## config.mk

```make
export PLATFORM = sky130hd
export DESIGN_NAME = pdm_port_data
export DESIGN_NICKNAME = d
export VERILOG_FILES = /design/src/pdm_pkg.sv /design/src/pdm_port_data.sv
export VERILOG_INCLUDE_DIRS = /design/src
export SDC_FILE = /design/constraint.sdc
export NUM_CORES = 1
export LEC_CHECK = 0
export BUFFER_PORTS_ARGS = -buffer_cell sky130_fd_sc_hd__buf_4
export CORE_MARGIN = 8
export CORE_UTILIZATION = 25
export CTS_BUF_LIST = sky130_fd_sc_hd__clkbuf_8
export CTS_CLUSTER_SIZE = 20
export DETAILED_ROUTE_END_ITERATION = 16
export GPL_TIMING_DRIVEN = 1
export MAX_ROUTING_LAYER = met4
export PLACE_DENSITY_LB_ADDON = 0.1
export SKIP_LAST_GASP = 1
export SYNTH_ARGS = -nofsm -noshare
export SYNTH_HDL_FRONTEND = slang
export SYNTH_SLANG_ARGS = --single-unit
```

## constraint.sdc

```tcl
create_clock -name sys_clk -period 1.6 [get_ports sys_clk]
set_input_delay 0.08 -clock sys_clk [delete_from_list [all_inputs] [get_ports sys_clk]]
set_output_delay 0.08 -clock sys_clk [all_outputs]
set_load 0.05 [all_outputs]
```

## src/pdm_params.svh

```systemverilog
`ifndef PDM_PARAMS_SVH
`define PDM_PARAMS_SVH

// special-function addresses
`define PDM_ADDR_P2_DRIVE   8'hA6
`define PDM_ADDR_P3_LATCH   8'hB0
// page that holds the port 2 drive-style register
`define PDM_PAGE_F          8'h0F
// reset values
`define PDM_RST_P2_DRIVE    8'h00
`define PDM_RST_P3_LATCH    8'hFF
// bit-address base of the port 3 latch (bit address = base + bit)
`define PDM_BITBASE_P3      8'hB0
// external memory mode encodings
`define PDM_EMIF_OFF        2'h0
`define PDM_EMIF_MUX        2'h1
`define PDM_EMIF_NONMUX     2'h2

`endif

```

## src/pdm_pkg.sv

```systemverilog
package pdm_pkg;

  // one special-function register access from the core
  typedef struct packed {
    logic       byte_wr;
    logic       bit_wr;
    logic       rd;
    logic       rmw;
    logic [7:0] addr;
    logic [7:0] wdata;
    logic       wbit;
    logic [7:0] page;
  } pdm_sfr_req_t;

  // external memory takeover of the port 3 pins
  typedef struct packed {
    logic [1:0] mode;
    logic       drive;
    logic [7:0] data;
  } pdm_emif_t;

  // pin driver bundle
  typedef struct packed {
    logic [7:0] out;
    logic [7:0] oe;
  } pdm_pins_t;

endpackage

```

## src/pdm_port_data.sv

```systemverilog
`timescale 1ns/100ps
`default_nettype none
`include "pdm_params.svh"

module pdm_port_data
  import pdm_pkg::*;
(
  // clock and reset
  input  wire  logic         sys_clk,
  input  wire  logic         rst,
  // core register access
  input  wire  pdm_sfr_req_t req,
  output var   logic [7:0]   rdata,
  output var   logic         rvalid,
  // external memory takeover
  input  wire  pdm_emif_t    emif,
  // port 3 drive style from its own register
  input  wire  logic [7:0]   p3_drive_style,
  // port 2 latch value owned elsewhere
  input  wire  logic [7:0]   p2_latch,
  // pins
  input  wire  logic [7:0]   p2_pin_in,
  input  wire  logic [7:0]   p3_pin_in,
  output var   pdm_pins_t    p2_pins,
  output var   pdm_pins_t    p3_pins
);

  // ----------------------------------------
  // internal signals
  // ----------------------------------------
  logic [7:0] p2_s1_q;
  logic [7:0] p2_s2_q;
  logic [7:0] p3_s1_q;
  logic [7:0] p3_s2_q;
  wire        unused_p2;
  wire  [7:0] p3_bit_base;
  wire        on_page_f;
  wire        hit_p2_drive;
  wire        hit_p3_byte;
  wire        hit_p3_bit;
  wire  [2:0] bit_idx;
  wire        wr_p2_drive;
  wire        wr_p3_byte;
  wire        wr_p3_bit;
  logic [7:0] p2_drive_q;
  wire  [7:0] p2_drive_d;
  logic [7:0] p3_latch_q;
  wire  [7:0] p3_latch_d;
  wire        emif_on;
  wire        emif_own;
  wire  [7:0] p3_val;
  wire  [7:0] p3_oe;
  wire  [7:0] p2_oe;
  wire  [7:0] p3_rd_src;
  wire  [7:0] rd_mux;
  wire  [7:0] rdata_d;

  // ----------------------------------------
  // pin synchronisers
  // ----------------------------------------
  // only the second stage is read, keeping metastability out of the read mux
  always_ff @(posedge sys_clk) begin
    p2_s1_q <= p2_pin_in;
    p2_s2_q <= p2_s1_q;
  end

  always_ff @(posedge sys_clk) begin
    p3_s1_q <= p3_pin_in;
    p3_s2_q <= p3_s1_q;
  end

  // port 2 pin reads belong to the port 2 data register kept elsewhere
  assign unused_p2 = ^p2_s2_q;

  // ----------------------------------------
  // helpers
  // ----------------------------------------
  // replace one bit of a byte, leaving the others as they were
  function automatic logic [7:0] bit_set(input logic [7:0] v, input logic [2:0] idx, input logic b);
    logic [7:0] r;
    r = v;
    r[idx] = b;
    return r;
  endfunction

  // move one bit of a byte to bit 0, where a bit read returns it
  function automatic logic [7:0] bit_get(input logic [7:0] v, input logic [2:0] idx);
    logic [7:0] r;
    r    = 8'h00;
    r[0] = v[idx];
    return r;
  endfunction

  // ----------------------------------------
  // address decode
  // ----------------------------------------
  // bit addresses share their top five bits with the latch's byte address
  assign p3_bit_base  = `PDM_BITBASE_P3;
  assign on_page_f    = (req.page == `PDM_PAGE_F);
  assign hit_p2_drive = (req.addr == `PDM_ADDR_P2_DRIVE) && on_page_f;
  assign hit_p3_byte  = (req.addr == `PDM_ADDR_P3_LATCH);
  assign hit_p3_bit   = (req.addr[7:3] == p3_bit_base[7:3]);
  assign bit_idx      = req.addr[2:0];

  // ----------------------------------------
  // write strobes
  // ----------------------------------------
  assign wr_p2_drive  = req.byte_wr && hit_p2_drive;
  assign wr_p3_byte   = req.byte_wr && hit_p3_byte;
  assign wr_p3_bit    = req.bit_wr && hit_p3_bit;

  // ----------------------------------------
  // registers
  // ----------------------------------------
  // a byte write to the latch wins over a bit write in the same cycle
  assign p2_drive_d   = wr_p2_drive ? req.wdata : p2_drive_q;
  assign p3_latch_d   = wr_p3_byte ? req.wdata :
                        wr_p3_bit  ? bit_set(p3_latch_q, bit_idx, req.wbit) :
                        p3_latch_q;

  always_ff @(posedge sys_clk) begin
    if (rst) begin
      p2_drive_q <= `PDM_RST_P2_DRIVE;
    end else begin
      p2_drive_q <= p2_drive_d;
    end
  end

  always_ff @(posedge sys_clk) begin
    if (rst) begin
      p3_latch_q <= `PDM_RST_P3_LATCH;
    end else begin
      p3_latch_q <= p3_latch_d;
    end
  end

  // ----------------------------------------
  // port 3 pin drive
  // ----------------------------------------
  // external memory owns the pins outright while it drives them
  assign emif_on  = (emif.mode == `PDM_EMIF_MUX) || (emif.mode == `PDM_EMIF_NONMUX);
  assign emif_own = emif_on && emif.drive;
  assign p3_val   = emif_own ? emif.data : p3_latch_q;
  // open-drain releases on 1: only push-pull, or external memory while it drives the pins, actively drives high
  assign p3_oe    = emif_own ? 8'hFF : (~p3_val | p3_drive_style);

  always_ff @(posedge sys_clk) begin
    if (rst) begin
      p3_pins <= '0;
    end else begin
      p3_pins.out <= p3_val;
      p3_pins.oe  <= p3_oe;
    end
  end

  // ----------------------------------------
  // port 2 pin drive
  // ----------------------------------------
  // the port 2 latch lives elsewhere; only its drive style is kept here
  assign p2_oe    = ~p2_latch | p2_drive_q;

  always_ff @(posedge sys_clk) begin
    if (rst) begin
      p2_pins <= '0;
    end else begin
      p2_pins.out <= p2_latch;
      p2_pins.oe  <= p2_oe;
    end
  end

  // ----------------------------------------
  // read select
  // ----------------------------------------
  // pin level reaches the read two edges after the pin moves, hence the fast-clock caveat
  // the read phase of a read-modify-write sees the latch, so unread pins cannot corrupt it
  assign p3_rd_src = req.rmw ? p3_latch_q : p3_s2_q;
  assign rd_mux    = hit_p2_drive ? p2_drive_q :
                     hit_p3_byte  ? p3_rd_src :
                     hit_p3_bit   ? bit_get(p3_rd_src, bit_idx) :
                     8'h00;
  // reads outside this block's addresses answer with zero
  assign rdata_d   = req.rd ? rd_mux : 8'h00;

  // ----------------------------------------
  // read answer
  // ----------------------------------------
  always_ff @(posedge sys_clk) begin
    if (rst) begin
      rdata <= 8'h00;
    end else begin
      rdata <= rdata_d;
    end
  end

  always_ff @(posedge sys_clk) begin
    if (rst) begin
      rvalid <= 1'b0;
    end else begin
      rvalid <= req.rd;
    end
  end

endmodule

`default_nettype wire

```

After elaboration in Yosys (flattened, before gate mapping)
Cells that the tools add are included. W data, S select, Z words.

Flip-flop bits (word level): 73. Latch bits: 0. RAM bits: 0. ROM bits: 0. Input port bits: 74. Output and inout port bits: 41. Word-level logic and storage cells: 45. Memories: 0.

$add $sub $neg: 0. Multiply operators: 0. Div/mod/pow operators: 0. Order comparisons: 2. Eq/ne operators: 6. Shift operators: 0. Mux-type cells: 13. Bitwise operators: 5. Reductions and logical operators: 9.

Operator list (number): $mux W8 (7); $eq A8 B8 Y1 const B (2); $not A8 Y8 (2); $or A8 B8 Y8 (2); $bwmux W8 (1); $eq A8 B4 Y1 const B (1); $logic_and A1 B1 Y1 (6); $eq A5 B5 Y1 const B (1); $lt A3 B4 Y1 const B (1); $bmux W1 S3 (1); $demux W1 S3 (1); $ge A3 B1 Y1 const B (1); $mux W1 (3); $eq A2 B1 Y1 const B (1); $eq A2 B2 Y1 const B (1); $reduce_bool A2 Y1 (1); $reduce_or A2 Y1 (1); $logic_or A1 B1 Y1 (1); $not A1 Y1 (1).

Longest topological paths before layout
Gate-level depths: netlist (run 1).

Depth in word-level cells: 7. Depth in mapped cells: 8. Depth with buffers taken out: 5.

Least setup slack after synthesis (run 1)
No wires, ideal clock.

Kind: input to register. From: input req[5] (netlist name). To: register p2_drive_q[4]. Setup time: 70 ps. Arrival time: 1446 ps. Path slack: 83 ps. Stages on the path: 7. Buffers on the path: 2. Cells stage by stage: or4_4 > nor4_4 > and2_1 > buf_4 > buf_6 > nand3_1 > a21oi_1.

Cells in the longest elaborated chain, start to end: 3.

Ends and longest elaborated chain: start, declared (line pdm_port_data.sv:12) `input wire pdm_sfr_req_t req,`; $eq A8 B4 Y1 (no source line); $logic_and A1 B1 Y1 (line pdm_port_data.sv:100) `` assign hit_p2_drive = (req.addr == `PDM_ADDR_P2_DRIVE) && on_page_f; ``; $logic_and A1 B1 Y1 (line pdm_port_data.sv:108) `assign wr_p2_drive = req.byte_wr && hit_p2_drive;`; end signal, assigned (line pdm_port_data.sv:123) `` p2_drive_q <= `PDM_RST_P2_DRIVE; ``; end signal, assigned (line pdm_port_data.sv:125) `p2_drive_q <= p2_drive_d;`; end, declared (line pdm_port_data.sv:45) `logic [7:0] p2_drive_q;`.

Every way passes these cells. A chain may end at the register's enable or synchronous reset.

Final worst setup path (run 1)
From: register p3_latch_q[3]. To: register rdata[0].

Cells in the longest elaborated chain, start to end: 6.

Ends and longest elaborated chain: start, declared (line pdm_port_data.sv:47) `logic [7:0] p3_latch_q;`; start signal, assigned (line pdm_port_data.sv:131) `` p3_latch_q <= `PDM_RST_P3_LATCH; ``; start signal, assigned (line pdm_port_data.sv:133) `p3_latch_q <= p3_latch_d;`; $mux W8 (line pdm_port_data.sv:176) `assign p3_rd_src = req.rmw ? p3_latch_q : p3_s2_q;`; $bmux W1 S3 (line pdm_port_data.sv:90) `r[0] = v[idx];`; $mux W1 (not written as such) (line pdm_port_data.sv:90); $mux W1 (line pdm_port_data.sv:179) `hit_p3_bit ? bit_get(p3_rd_src, bit_idx) :`; $mux W8 (line pdm_port_data.sv:178) `hit_p3_byte ? p3_rd_src :`; $mux W8 (line pdm_port_data.sv:177) `assign rd_mux = hit_p2_drive ? p2_drive_q :`; end signal, assigned (line pdm_port_data.sv:191) `rdata <= rdata_d;`; end, declared (line pdm_port_data.sv:13) `output var logic [7:0] rdata,`.

Every way passes these cells. The select of a mux whose other input is x is not followed.

==> results of run 1 <==
## final timing paths
path | from | to | slack [ns] | cells past startpoint
hold / removal | rst | p3_pins[0] | 0.04 | 2
setup reg to reg | p3_latch_q[3] | rdata[0] | 0.11 | 5
setup / recovery | p3_latch_q[3] | rdata[0] | 0.11 | 5
hold reg to reg | p3_s1_q[5] | p3_s2_q[5] | 0.32 | 0
## per-stage QoR
| stage | setup slack, ns | instances |
|---|---|---|
| floorplan | 0.0834 | 275 |
| global placement | -0.0699 | 518 |
| detailed placement | -0.0971 | 518 |
| CTS | 0.111 | 574 |
| global route | 0.0773 | 574 |
| finish | 0.110 | 574 |
## worst max-delay path: stages (launching register included)
cell and delay (ns):
dfxtp_1 0.32, mux4_2 0.45, a22oi_1 0.22, o211ai_1 0.13, nand4_1 0.13, a221oi_1 0.09
## power groups by stage
stage | clock network [µW] | logic (µW) | registers [µW]
2_1_floorplan | 0 | 137 | 2140
3_3_place_gp | 0 | 596 | 1950
3_5_place_dp | 0 | 599 | 1950
4_1_cts | 1670 | 679 | 1910
5_1_grt | 1760 | 717 | 1920
6_report | 1620 | 673 | 1910
## logic make-up after synthesis
family          count (synthesis)  share of synthesized area
simple gates                   90                      0.172
flops                          73                      0.550
compound gates                 51                      0.121
buf+inv                        37                     0.0584
mux                            23                     0.0951
xor+xnor                        1                    0.00330
## flip-flops by register name (all words and copies together) (netlist names)
signal      flops
p2_pins        16
p3_pins        16
p2_drive_q      8
p3_latch_q      8
p3_s1_q         8
p3_s2_q         8
rdata           8
rvalid          1
## cell type report
| type | count | share of cell area |
|---|---|---|
| Clock buffer | 10 | 0.0320 |
| Clock inverter | 6 | 0.0192 |
| Inverter | 20 | 0.0175 |
| Multi-Input combinational cell | 165 | 0.242 |
| Sequential cell | 73 | 0.340 |
| Tap cell | 136 | 0.0396 |
| Timing Repair Buffer | 164 | 0.310 |
## per-layer routing
metal  GRT usage  up-vias
met4      0.0451        0
met5           -        -
met3      0.0397        8
li1            -     1253
met2       0.185       77
met1       0.156     1099
## cell usage in the layout (no fill, tap or decap), types with 4 or more instances in the layout
master | netlist | routed
mux2_2 | 8 | 8
mux2i_1 | 14 | 14
nor2_1 | 20 | 20
nor3_1 | 5 | 5
nand3_1 | 9 | 9
nand2_1 | 29 | 29
inv_1 | 20 | 21
dlygate4sd3_1 | 0 | 40
o21ai_0 | 4 | 4
clkbuf_8 | 0 | 10
a211o_1 | 4 | 4
a21oi_1 | 22 | 22
dfxtp_1 | 73 | 73
a31oi_1 | 8 | 8
buf_4 | 1 | 124
nor2b_1 | 9 | 9
==> out/qor.csv, run 1 <==
stage,metric,value,unit
synth,Cell variety after synth,42,
timing,RSZ-0062 raised after global routing,false,
final_layout,Antenna Cells,0,
detailed_routing,metal1 wirelength,4140,µm
pwr,Logic pwr share,0.160,
placement,Post-DP Area,3680,µm²
synth,Post-Syn Nets,349,
detailed_routing,DRT antenna net count,0,
pwr,peak supply drop,0.350,mV
global_routing,vias in the first global route,2648,
run,max-cap viol count,0,
clock_network,clock buffer depth,2,
timing,fin crit period,1.49,ns
clock_network,hold buffer count at CTS,40,
critical_path,"Max FO, Critical Path",2,
run_status,status,"complete, no violations",
placement,Detail Placement HPWL,6230,µm
clock_network,CTS Buf Count,9,
synth,Most used DFF post-synth,dfxtp_1,
synth,top-count cell post-synth,dfxtp_1,
critical_path,CP Launch Type,register,
pwr,P_leak,0.00190,µW
final_layout,Final nets,507,
final_layout,area grow syn2layout,61.8,%
pwr,sw frac,0.260,
clock_network,clk root buf,clkbuf_8,
placement,Port Buffers,106,
timing,Final TNS setup,0,ns
critical_path,Crit path arrival time,1.70,ns
clock_network,Worst-path clk slew,0.08,ns
timing,final worst-path cycle share,0.931,
final_layout,Layout Utilization,0.416,
global_routing,first-pass GRT wire length,13600,µm
synth,cell area after synthesis,2660,µm²
floorplan,die width,119,µm
timing,Max transition margin,0.743,
detailed_routing,met3 wire len,441,µm
global_routing,initial antenna violation count,0,
timing,skew final,0.00563,ns
synth,count of flip-flops with a built-in enable after synthesis,0,
detailed_routing,drt first-iter violations,109,
timing,Hold Slack,0.0420,ns
timing,fmax,671,MHz
global_routing,largest net degree at the start of global routing,33,
synth,Synth top area share,0.550,
hold_path,Worst Hold Class,in2reg,
synth,async set-reset flop share out of synthesis,0,
synth,synth cell count leaders,"dfxtp_1, nand2_1, a21oi_1, inv_1, nor2_1",
synth,#FFs+latches synth,73,
pwr,Reg power frac,0.455,
pwr,Power Total,4200,µW
final_layout,share of layout cells above drive strength 1,0.345,
timing,measured slew at the worst slew-check pin,0.386,ns
floorplan,io pins,115,
clock_network,worst skew pair latency,0.34,ns
pwr,clock network power share,0.385,
detailed_routing,drt wl/cell,14.6,µm
floorplan,Core Box Area,10300,µm²
floorplan,Die Footprint,14200,µm²
detailed_routing,DRC Markers,0,
global_routing,grt total ovfl,0,
synth,Synth Warn #,0,
critical_path,endpoint type of the worst setup path,register,
timing,Slew Limit Fails,0,
synth,Syn Inst Count,275,
detailed_routing,DR vias,2437,
detailed_routing,met2 WL,3690,µm
clock_network,H-tree depth,3,
final_layout,Multi-input gate area,1040,µm²
detailed_routing,DRT Wirelength,8380,µm
synth,post-synthesis area per instance,9.66,µm²
detailed_routing,Top Layer Used,met4,
placement,gpl congestion,0.866,
clock_network,Post-CTS Setup Repair Bufs,0,
floorplan,std cell rows,37,
timing,final hold vios,0,
detailed_routing,Initial DRT Pass Iterations,4,
timing,Final setup viols,0,
synth,"Seq/Total Area, Yosys",0.550,
pwr,internal power,3110,µW
final_layout,# fillers,1031,
detailed_routing,via/cell ratio,4.25,
floorplan,initial core utilization,0.257,
synth,"top cells by area, synth","dfxtp_1, mux2i_1, a21oi_1",
pwr,P per Cell Area,977,nW/µm²
critical_path,critical path class,reg2reg,
final_layout,Reg area,1460,µm²
global_routing,GRT Util Overall,0.125,
final_layout,final instance area,4300,µm²
clock_network,# resized after CTS,0,
clock_network,CTS tree,done,
clock_network,clock sink total,73,
critical_path,Critical Path RT,1.81,ns
pwr,net switching component of the power,1090,µW
floorplan,die height,119,µm
synth,Synth area leader,dfxtp_1,
Note: power is estimated with default switching activity, not from simulation.
==> run 2, diff against run 1 <==
--- a/config.mk
+++ b/config.mk
@@ -13,7 +13,6 @@
 export CTS_CLUSTER_SIZE = 20
 export DETAILED_ROUTE_END_ITERATION = 16
 export GPL_TIMING_DRIVEN = 1
-export MAX_ROUTING_LAYER = met4
 export PLACE_DENSITY_LB_ADDON = 0.1
 export SKIP_LAST_GASP = 1
 export SYNTH_ARGS = -nofsm -noshare
==> out/qor.csv, run 2 (synthesized netlist as in run 1, its figures left out) <==
stage,metric,value,unit,change
detailed_routing,DRT Wirelength,8370,µm,about the same
critical_path,endpoint type of the worst setup path,register,,
timing,fin crit period,1.48,ns,-0.00664 ns
timing,fmax,674,MHz,+0.45%
floorplan,std cell rows,37,,unchanged
timing,skew final,0.00606,ns,+0.000428 ns
final_layout,Antenna Cells,0,,unchanged
hold_path,Worst Hold Class,in2reg,,
detailed_routing,via/cell ratio,4.24,,-0.21%
placement,Port Buffers,106,,unchanged
placement,gpl congestion,0.853,,-1.6%
floorplan,die height,119,µm,unchanged
global_routing,vias in the first global route,2657,,+0.34%
floorplan,Core Box Area,10300,µm²,unchanged
global_routing,initial antenna violation count,0,,unchanged
clock_network,# resized after CTS,0,,unchanged
clock_network,H-tree depth,3,,unchanged
critical_path,"Max FO, Critical Path",2,,unchanged
final_layout,Reg area,1460,µm²,unchanged
pwr,P_leak,0.00190,µW,unchanged
timing,Slew Limit Fails,0,,unchanged
timing,measured slew at the worst slew-check pin,0.386,ns,-0.000208 ns
floorplan,io pins,115,,unchanged
run,max-cap viol count,0,,unchanged
global_routing,grt total ovfl,0,,unchanged
clock_network,Worst-path clk slew,0.08,ns,about the same
final_layout,Largest regs,"p2_pins x16, p3_pins x16",,
clock_network,CTS Buf Count,9,,unchanged
timing,Final setup viols,0,,unchanged
global_routing,first-pass GRT wire length,13600,µm,about the same
critical_path,Crit path arrival time,1.69,ns,about the same
final_layout,Multi-input gate area,1040,µm²,unchanged
detailed_routing,DRT antenna net count,0,,unchanged
final_layout,Final nets,507,,unchanged
clock_network,clk root buf,clkbuf_8,,
pwr,Power Total,4190,µW,-0.19%
timing,final hold vios,0,,unchanged
timing,Hold Slack,0.0451,ns,+0.00317 ns
detailed_routing,drt first-iter violations,116,,+6.4%
placement,Detail Placement HPWL,6230,µm,unchanged
final_layout,"commonest cells after routing, fill and taps aside","buf_4, dfxtp_1, dlygate4sd3_1",,
clock_network,CTS tree,done,,
global_routing,largest net degree at the start of global routing,33,,unchanged
floorplan,Die Footprint,14200,µm²,unchanged
clock_network,clock buffer depth,2,,unchanged
detailed_routing,DRC Markers,0,,unchanged
pwr,peak supply drop,0.349,mV,-0.36%
detailed_routing,DR vias,2432,,-0.21%
floorplan,initial core utilization,0.257,,unchanged
final_layout,"commonest non-fill, non-tap cell in the layout",buf_4,,
timing,final worst-path cycle share,0.927,,-0.00415
timing,Max transition margin,0.743,,about the same
detailed_routing,drt wl/cell,14.6,µm,about the same
critical_path,critical path class,reg2reg,,
run_status,status,"complete, no violations",,
final_layout,area grow syn2layout,61.8,%,unchanged
final_layout,# fillers,1031,,unchanged
critical_path,CP Launch Type,register,,
clock_network,worst skew pair latency,0.34,ns,about the same
detailed_routing,Initial DRT Pass Iterations,4,,unchanged
floorplan,die width,119,µm,unchanged
clock_network,Post-CTS Setup Repair Bufs,0,,unchanged
global_routing,GRT Util Overall,0.122,,-0.00328
critical_path,Critical Path RT,1.81,ns,about the same
pwr,P per Cell Area,975,nW/µm²,-0.19%
final_layout,share of layout cells above drive strength 1,0.345,,unchanged
clock_network,hold buffer count at CTS,40,,unchanged
clock_network,clock sink total,73,,unchanged
timing,RSZ-0062 raised after global routing,false,,
==> run 2: cell counts in the layout (fill, tap and decap cells not counted) <==
No cell type changed its count.
==> run 2: power breakdown <==
group,total (µW),leakage [µW],internal (µW),switching [µW]
Sequential,1910,0.000605,1890,19.9
Combinational,673,0.00117,305,368
Clock,1610,0.000117,913,696
==> run 2: worst paths after layout <==
path	start	end	slack [ns]	depth (start not counted)
worst min register to register	p3_s1_q[5]	p3_s2_q[5]	0.32	0
worst min-delay path	rst	p3_pins[0]	0.05	2
worst max register to register	p3_s2_q[3]	rdata[0]	0.12	5
worst max-delay path	p3_s2_q[3]	rdata[0]	0.12	5
==> run 2: layout make-up <==
class	count	share of cell area
sequential	73	0.340
timing repair buffer	164	0.310
multi-input combinational	165	0.242
tap	136	0.0396
clock buffer	10	0.0320
clock inverter	6	0.0192
inverter	20	0.0175
==> run 2: stage by stage <==
stage / utilization / TNS (ns) / cell area [µm²] / cells / setup slack (ns)
after detailed placement: 0.356 / -0.946 / 3680 / 518 / -0.0971
after floorplan: - / 0 / 2660 / 275 / 0.0834
after CTS: 0.416 / 0 / 4300 / 574 / 0.111
after global routing: 0.416 / 0 / 4300 / 574 / 0.0773
final: 0.416 / 0 / 4300 / 574 / 0.117
after global placement: 0.356 / -0.771 / 3680 / 518 / -0.0699
==> run 2: routing by layer <==
layer | GRT usage | part of all wire | vias up
li1 | - | - | 1250
met1 | 0.151 | 0.48 | 1096
met2 | 0.185 | 0.44 | 79
met3 | 0.0496 | 0.067 | 7
met4 | 0.0451 | 0.011 | 0
met5 | 0 | 0 | -
==> run 2: worst max-delay path: stages, from the launching register on <==
cell and delay [ns]:
dfxtp_1 0.32, mux4_2 0.45, a22oi_1 0.22, o211ai_1 0.13
nand4_1 0.13, a221oi_1 0.09
==> run 3, diff against run 2 <==
--- a/config.mk
+++ b/config.mk
@@ -13,7 +13,7 @@
 export CTS_CLUSTER_SIZE = 20
 export DETAILED_ROUTE_END_ITERATION = 16
 export GPL_TIMING_DRIVEN = 1
-export PLACE_DENSITY_LB_ADDON = 0.1
+export PLACE_DENSITY = 0.6
 export SKIP_LAST_GASP = 1
 export SYNTH_ARGS = -nofsm -noshare
 export SYNTH_HDL_FRONTEND = slang
==> out/qor.csv, run 3 (synthesized netlist as in run 1, its figures left out) <==
stage,metric,value,unit,change
critical_path,Critical Path RT,1.82,ns,about the same
critical_path,endpoint type of the worst setup path,register,,
clock_network,clock buffer depth,2,,unchanged
timing,Final TNS setup,0,ns,unchanged
global_routing,first-pass GRT wire length,13600,µm,+0.31%
detailed_routing,via/cell ratio,4.29,,+1.4%
clock_network,clock sink total,73,,unchanged
critical_path,CP Launch Type,register,,
timing,fin crit period,1.43,ns,-0.0564 ns
detailed_routing,DRT antenna net count,0,,unchanged
floorplan,die height,119,µm,unchanged
timing,Max transition margin,0.682,,-0.0605
floorplan,Core Box Area,10300,µm²,unchanged
hold_path,Worst Hold Class,in2reg,,
timing,measured slew at the worst slew-check pin,0.477,ns,+0.0907 ns
floorplan,initial core utilization,0.257,,unchanged
timing,final hold vios,0,,unchanged
pwr,net switching component of the power,1110,µW,+2.8%
global_routing,GRT Util Overall,0.121,,-0.00121
detailed_routing,drt first-iter violations,147,,+27%
pwr,clock network power share,0.391,,+0.007
clock_network,CTS tree,done,,
detailed_routing,Initial DRT Pass Iterations,4,,unchanged
global_routing,initial antenna violation count,0,,unchanged
global_routing,grt peak-use layer,met2,,
pwr,sw frac,0.263,,+0.00452
global_routing,vias in the first global route,2621,,-1.4%
timing,RSZ-0062 raised after global routing,false,,
critical_path,critical path class,reg2reg,,
critical_path,Crit path arrival time,1.64,ns,-0.05 ns
critical_path,"Max FO, Critical Path",2,,unchanged
placement,Detail Placement HPWL,6330,µm,+1.6%
timing,Slew Limit Fails,0,,unchanged
clock_network,clk root buf,clkbuf_8,,
timing,fmax,701,MHz,+4.0%
pwr,internal power,3120,µW,+0.38%
placement,gpl congestion,0.880,,+3.2%
floorplan,die width,119,µm,unchanged
clock_network,worst skew pair latency,0.35,ns,about the same
timing,Setup WS post-layout,0.173,ns,+0.0564 ns
final_layout,Final nets,507,,unchanged
floorplan,Die Footprint,14200,µm²,unchanged
detailed_routing,DRT Wirelength,8510,µm,+1.6%
clock_network,Post-CTS Setup Repair Bufs,0,,unchanged
detailed_routing,drt wl/cell,14.8,µm,+1.6%
floorplan,std cell rows,37,,unchanged
final_layout,"commonest non-fill, non-tap cell in the layout",buf_4,,
placement,DP Worst Slack,-0.162,ns,-0.0646 ns
detailed_routing,DRC Markers,0,,unchanged
run_status,status,"complete, no violations",,
run,max-cap viol count,0,,unchanged
final_layout,Antenna Cells,0,,unchanged
clock_network,Worst-path clk slew,0.08,ns,about the same
pwr,Logic pwr share,0.157,,-0.003
pwr,peak supply drop,0.399,mV,+14%
pwr,P per Cell Area,984,nW/µm²,+0.88%
final_layout,share of layout cells above drive strength 1,0.349,,+0.00457
global_routing,Global Route met2 Usage,0.197,,+0.0119
global_routing,grt met1 use,0.144,,-0.00704
detailed_routing,DR vias,2465,,+1.4%
final_layout,area grow syn2layout,62.0,%,
clock_network,CTS Buf Count,9,,unchanged
pwr,P_leak,0.00189,µW,-0.18%
final_layout,"commonest cells after routing, fill and taps aside","buf_4, dfxtp_1, dlygate4sd3_1",,
timing,skew final,0.00829,ns,+0.00224 ns
clock_network,H-tree depth,3,,unchanged
clock_network,# resized after CTS,0,,unchanged
timing,final worst-path cycle share,0.892,,-0.0352
floorplan,io pins,115,,unchanged
final_layout,Largest regs,"p2_pins x16, p3_pins x16",,
global_routing,GR Util met3,0.0387,,-0.0109
placement,Port Buffers,106,,unchanged
timing,Final setup viols,0,,unchanged
global_routing,grt total ovfl,0,,unchanged
pwr,Reg power frac,0.451,,-0.005
global_routing,largest net degree at the start of global routing,50,,+52%
run 3: metrics by stage:
stage	cell area, µm²	util	hold slack, ns	power, µW	instances
after floorplan	2660	-	0.108	2280	275
after global placement	3690	0.357	0.186	2540	519
after detailed placement	3690	0.357	0.186	2540	519
after CTS	4300	0.417	0.000634	4300	574
after global routing	4300	0.417	0.0172	4420	574
final	4300	0.417	0.0276	4230	574
run 3: final cells by class:
cell class	instances	area (µm²)
Clock inverter	6	90.1
Inverter	20	75.1
Tap cell	136	170
Fill cell	1007	6020
Clock buffer	10	138
Multi-Input combinational cell	165	1040
Sequential cell	73	1460
Timing Repair Buffer	164	1330
run 3: power by group through the flow:
stage | logic, µW | registers (µW) | clock network, µW
finish | 667 | 1910 | 1660
global route | 710 | 1920 | 1790
CTS | 670 | 1910 | 1720
detailed placement | 591 | 1950 | 0
global placement | 587 | 1950 | 0
floorplan | 137 | 2140 | 0
run 3: what timing repair did:
item                                   in CTS  in global routing
endpoints found under the hold margin      51                  0
hold buffers                               39                  0
setup endpoints to repair                   0                  0
run 3: final timing paths:
check | from | to | slack, ns | cells past startpoint
worst max register to register | p3_latch_q[3] | rdata[0] | 0.17 | 5
worst min register to register | p3_s1_q[6] | p3_s2_q[6] | 0.33 | 0
worst min-delay path | req[11] | p3_latch_q[2] | 0.03 | 3
worst max-delay path | p3_latch_q[3] | rdata[0] | 0.17 | 5
run 3: critical path: stages (launching register included):
cell	delay, ns
dfxtp_1	0.34
mux4_2	0.46
a22oi_1	0.17
o211ai_1	0.12
nand4_1	0.12
a221oi_1	0.09
run 3: per-layer routing:
metal,up-vias,wire length (µm)
met5,-,0
met4,0,101
met3,10,658
met2,91,4020
met1,1115,3730
li1,1249,-
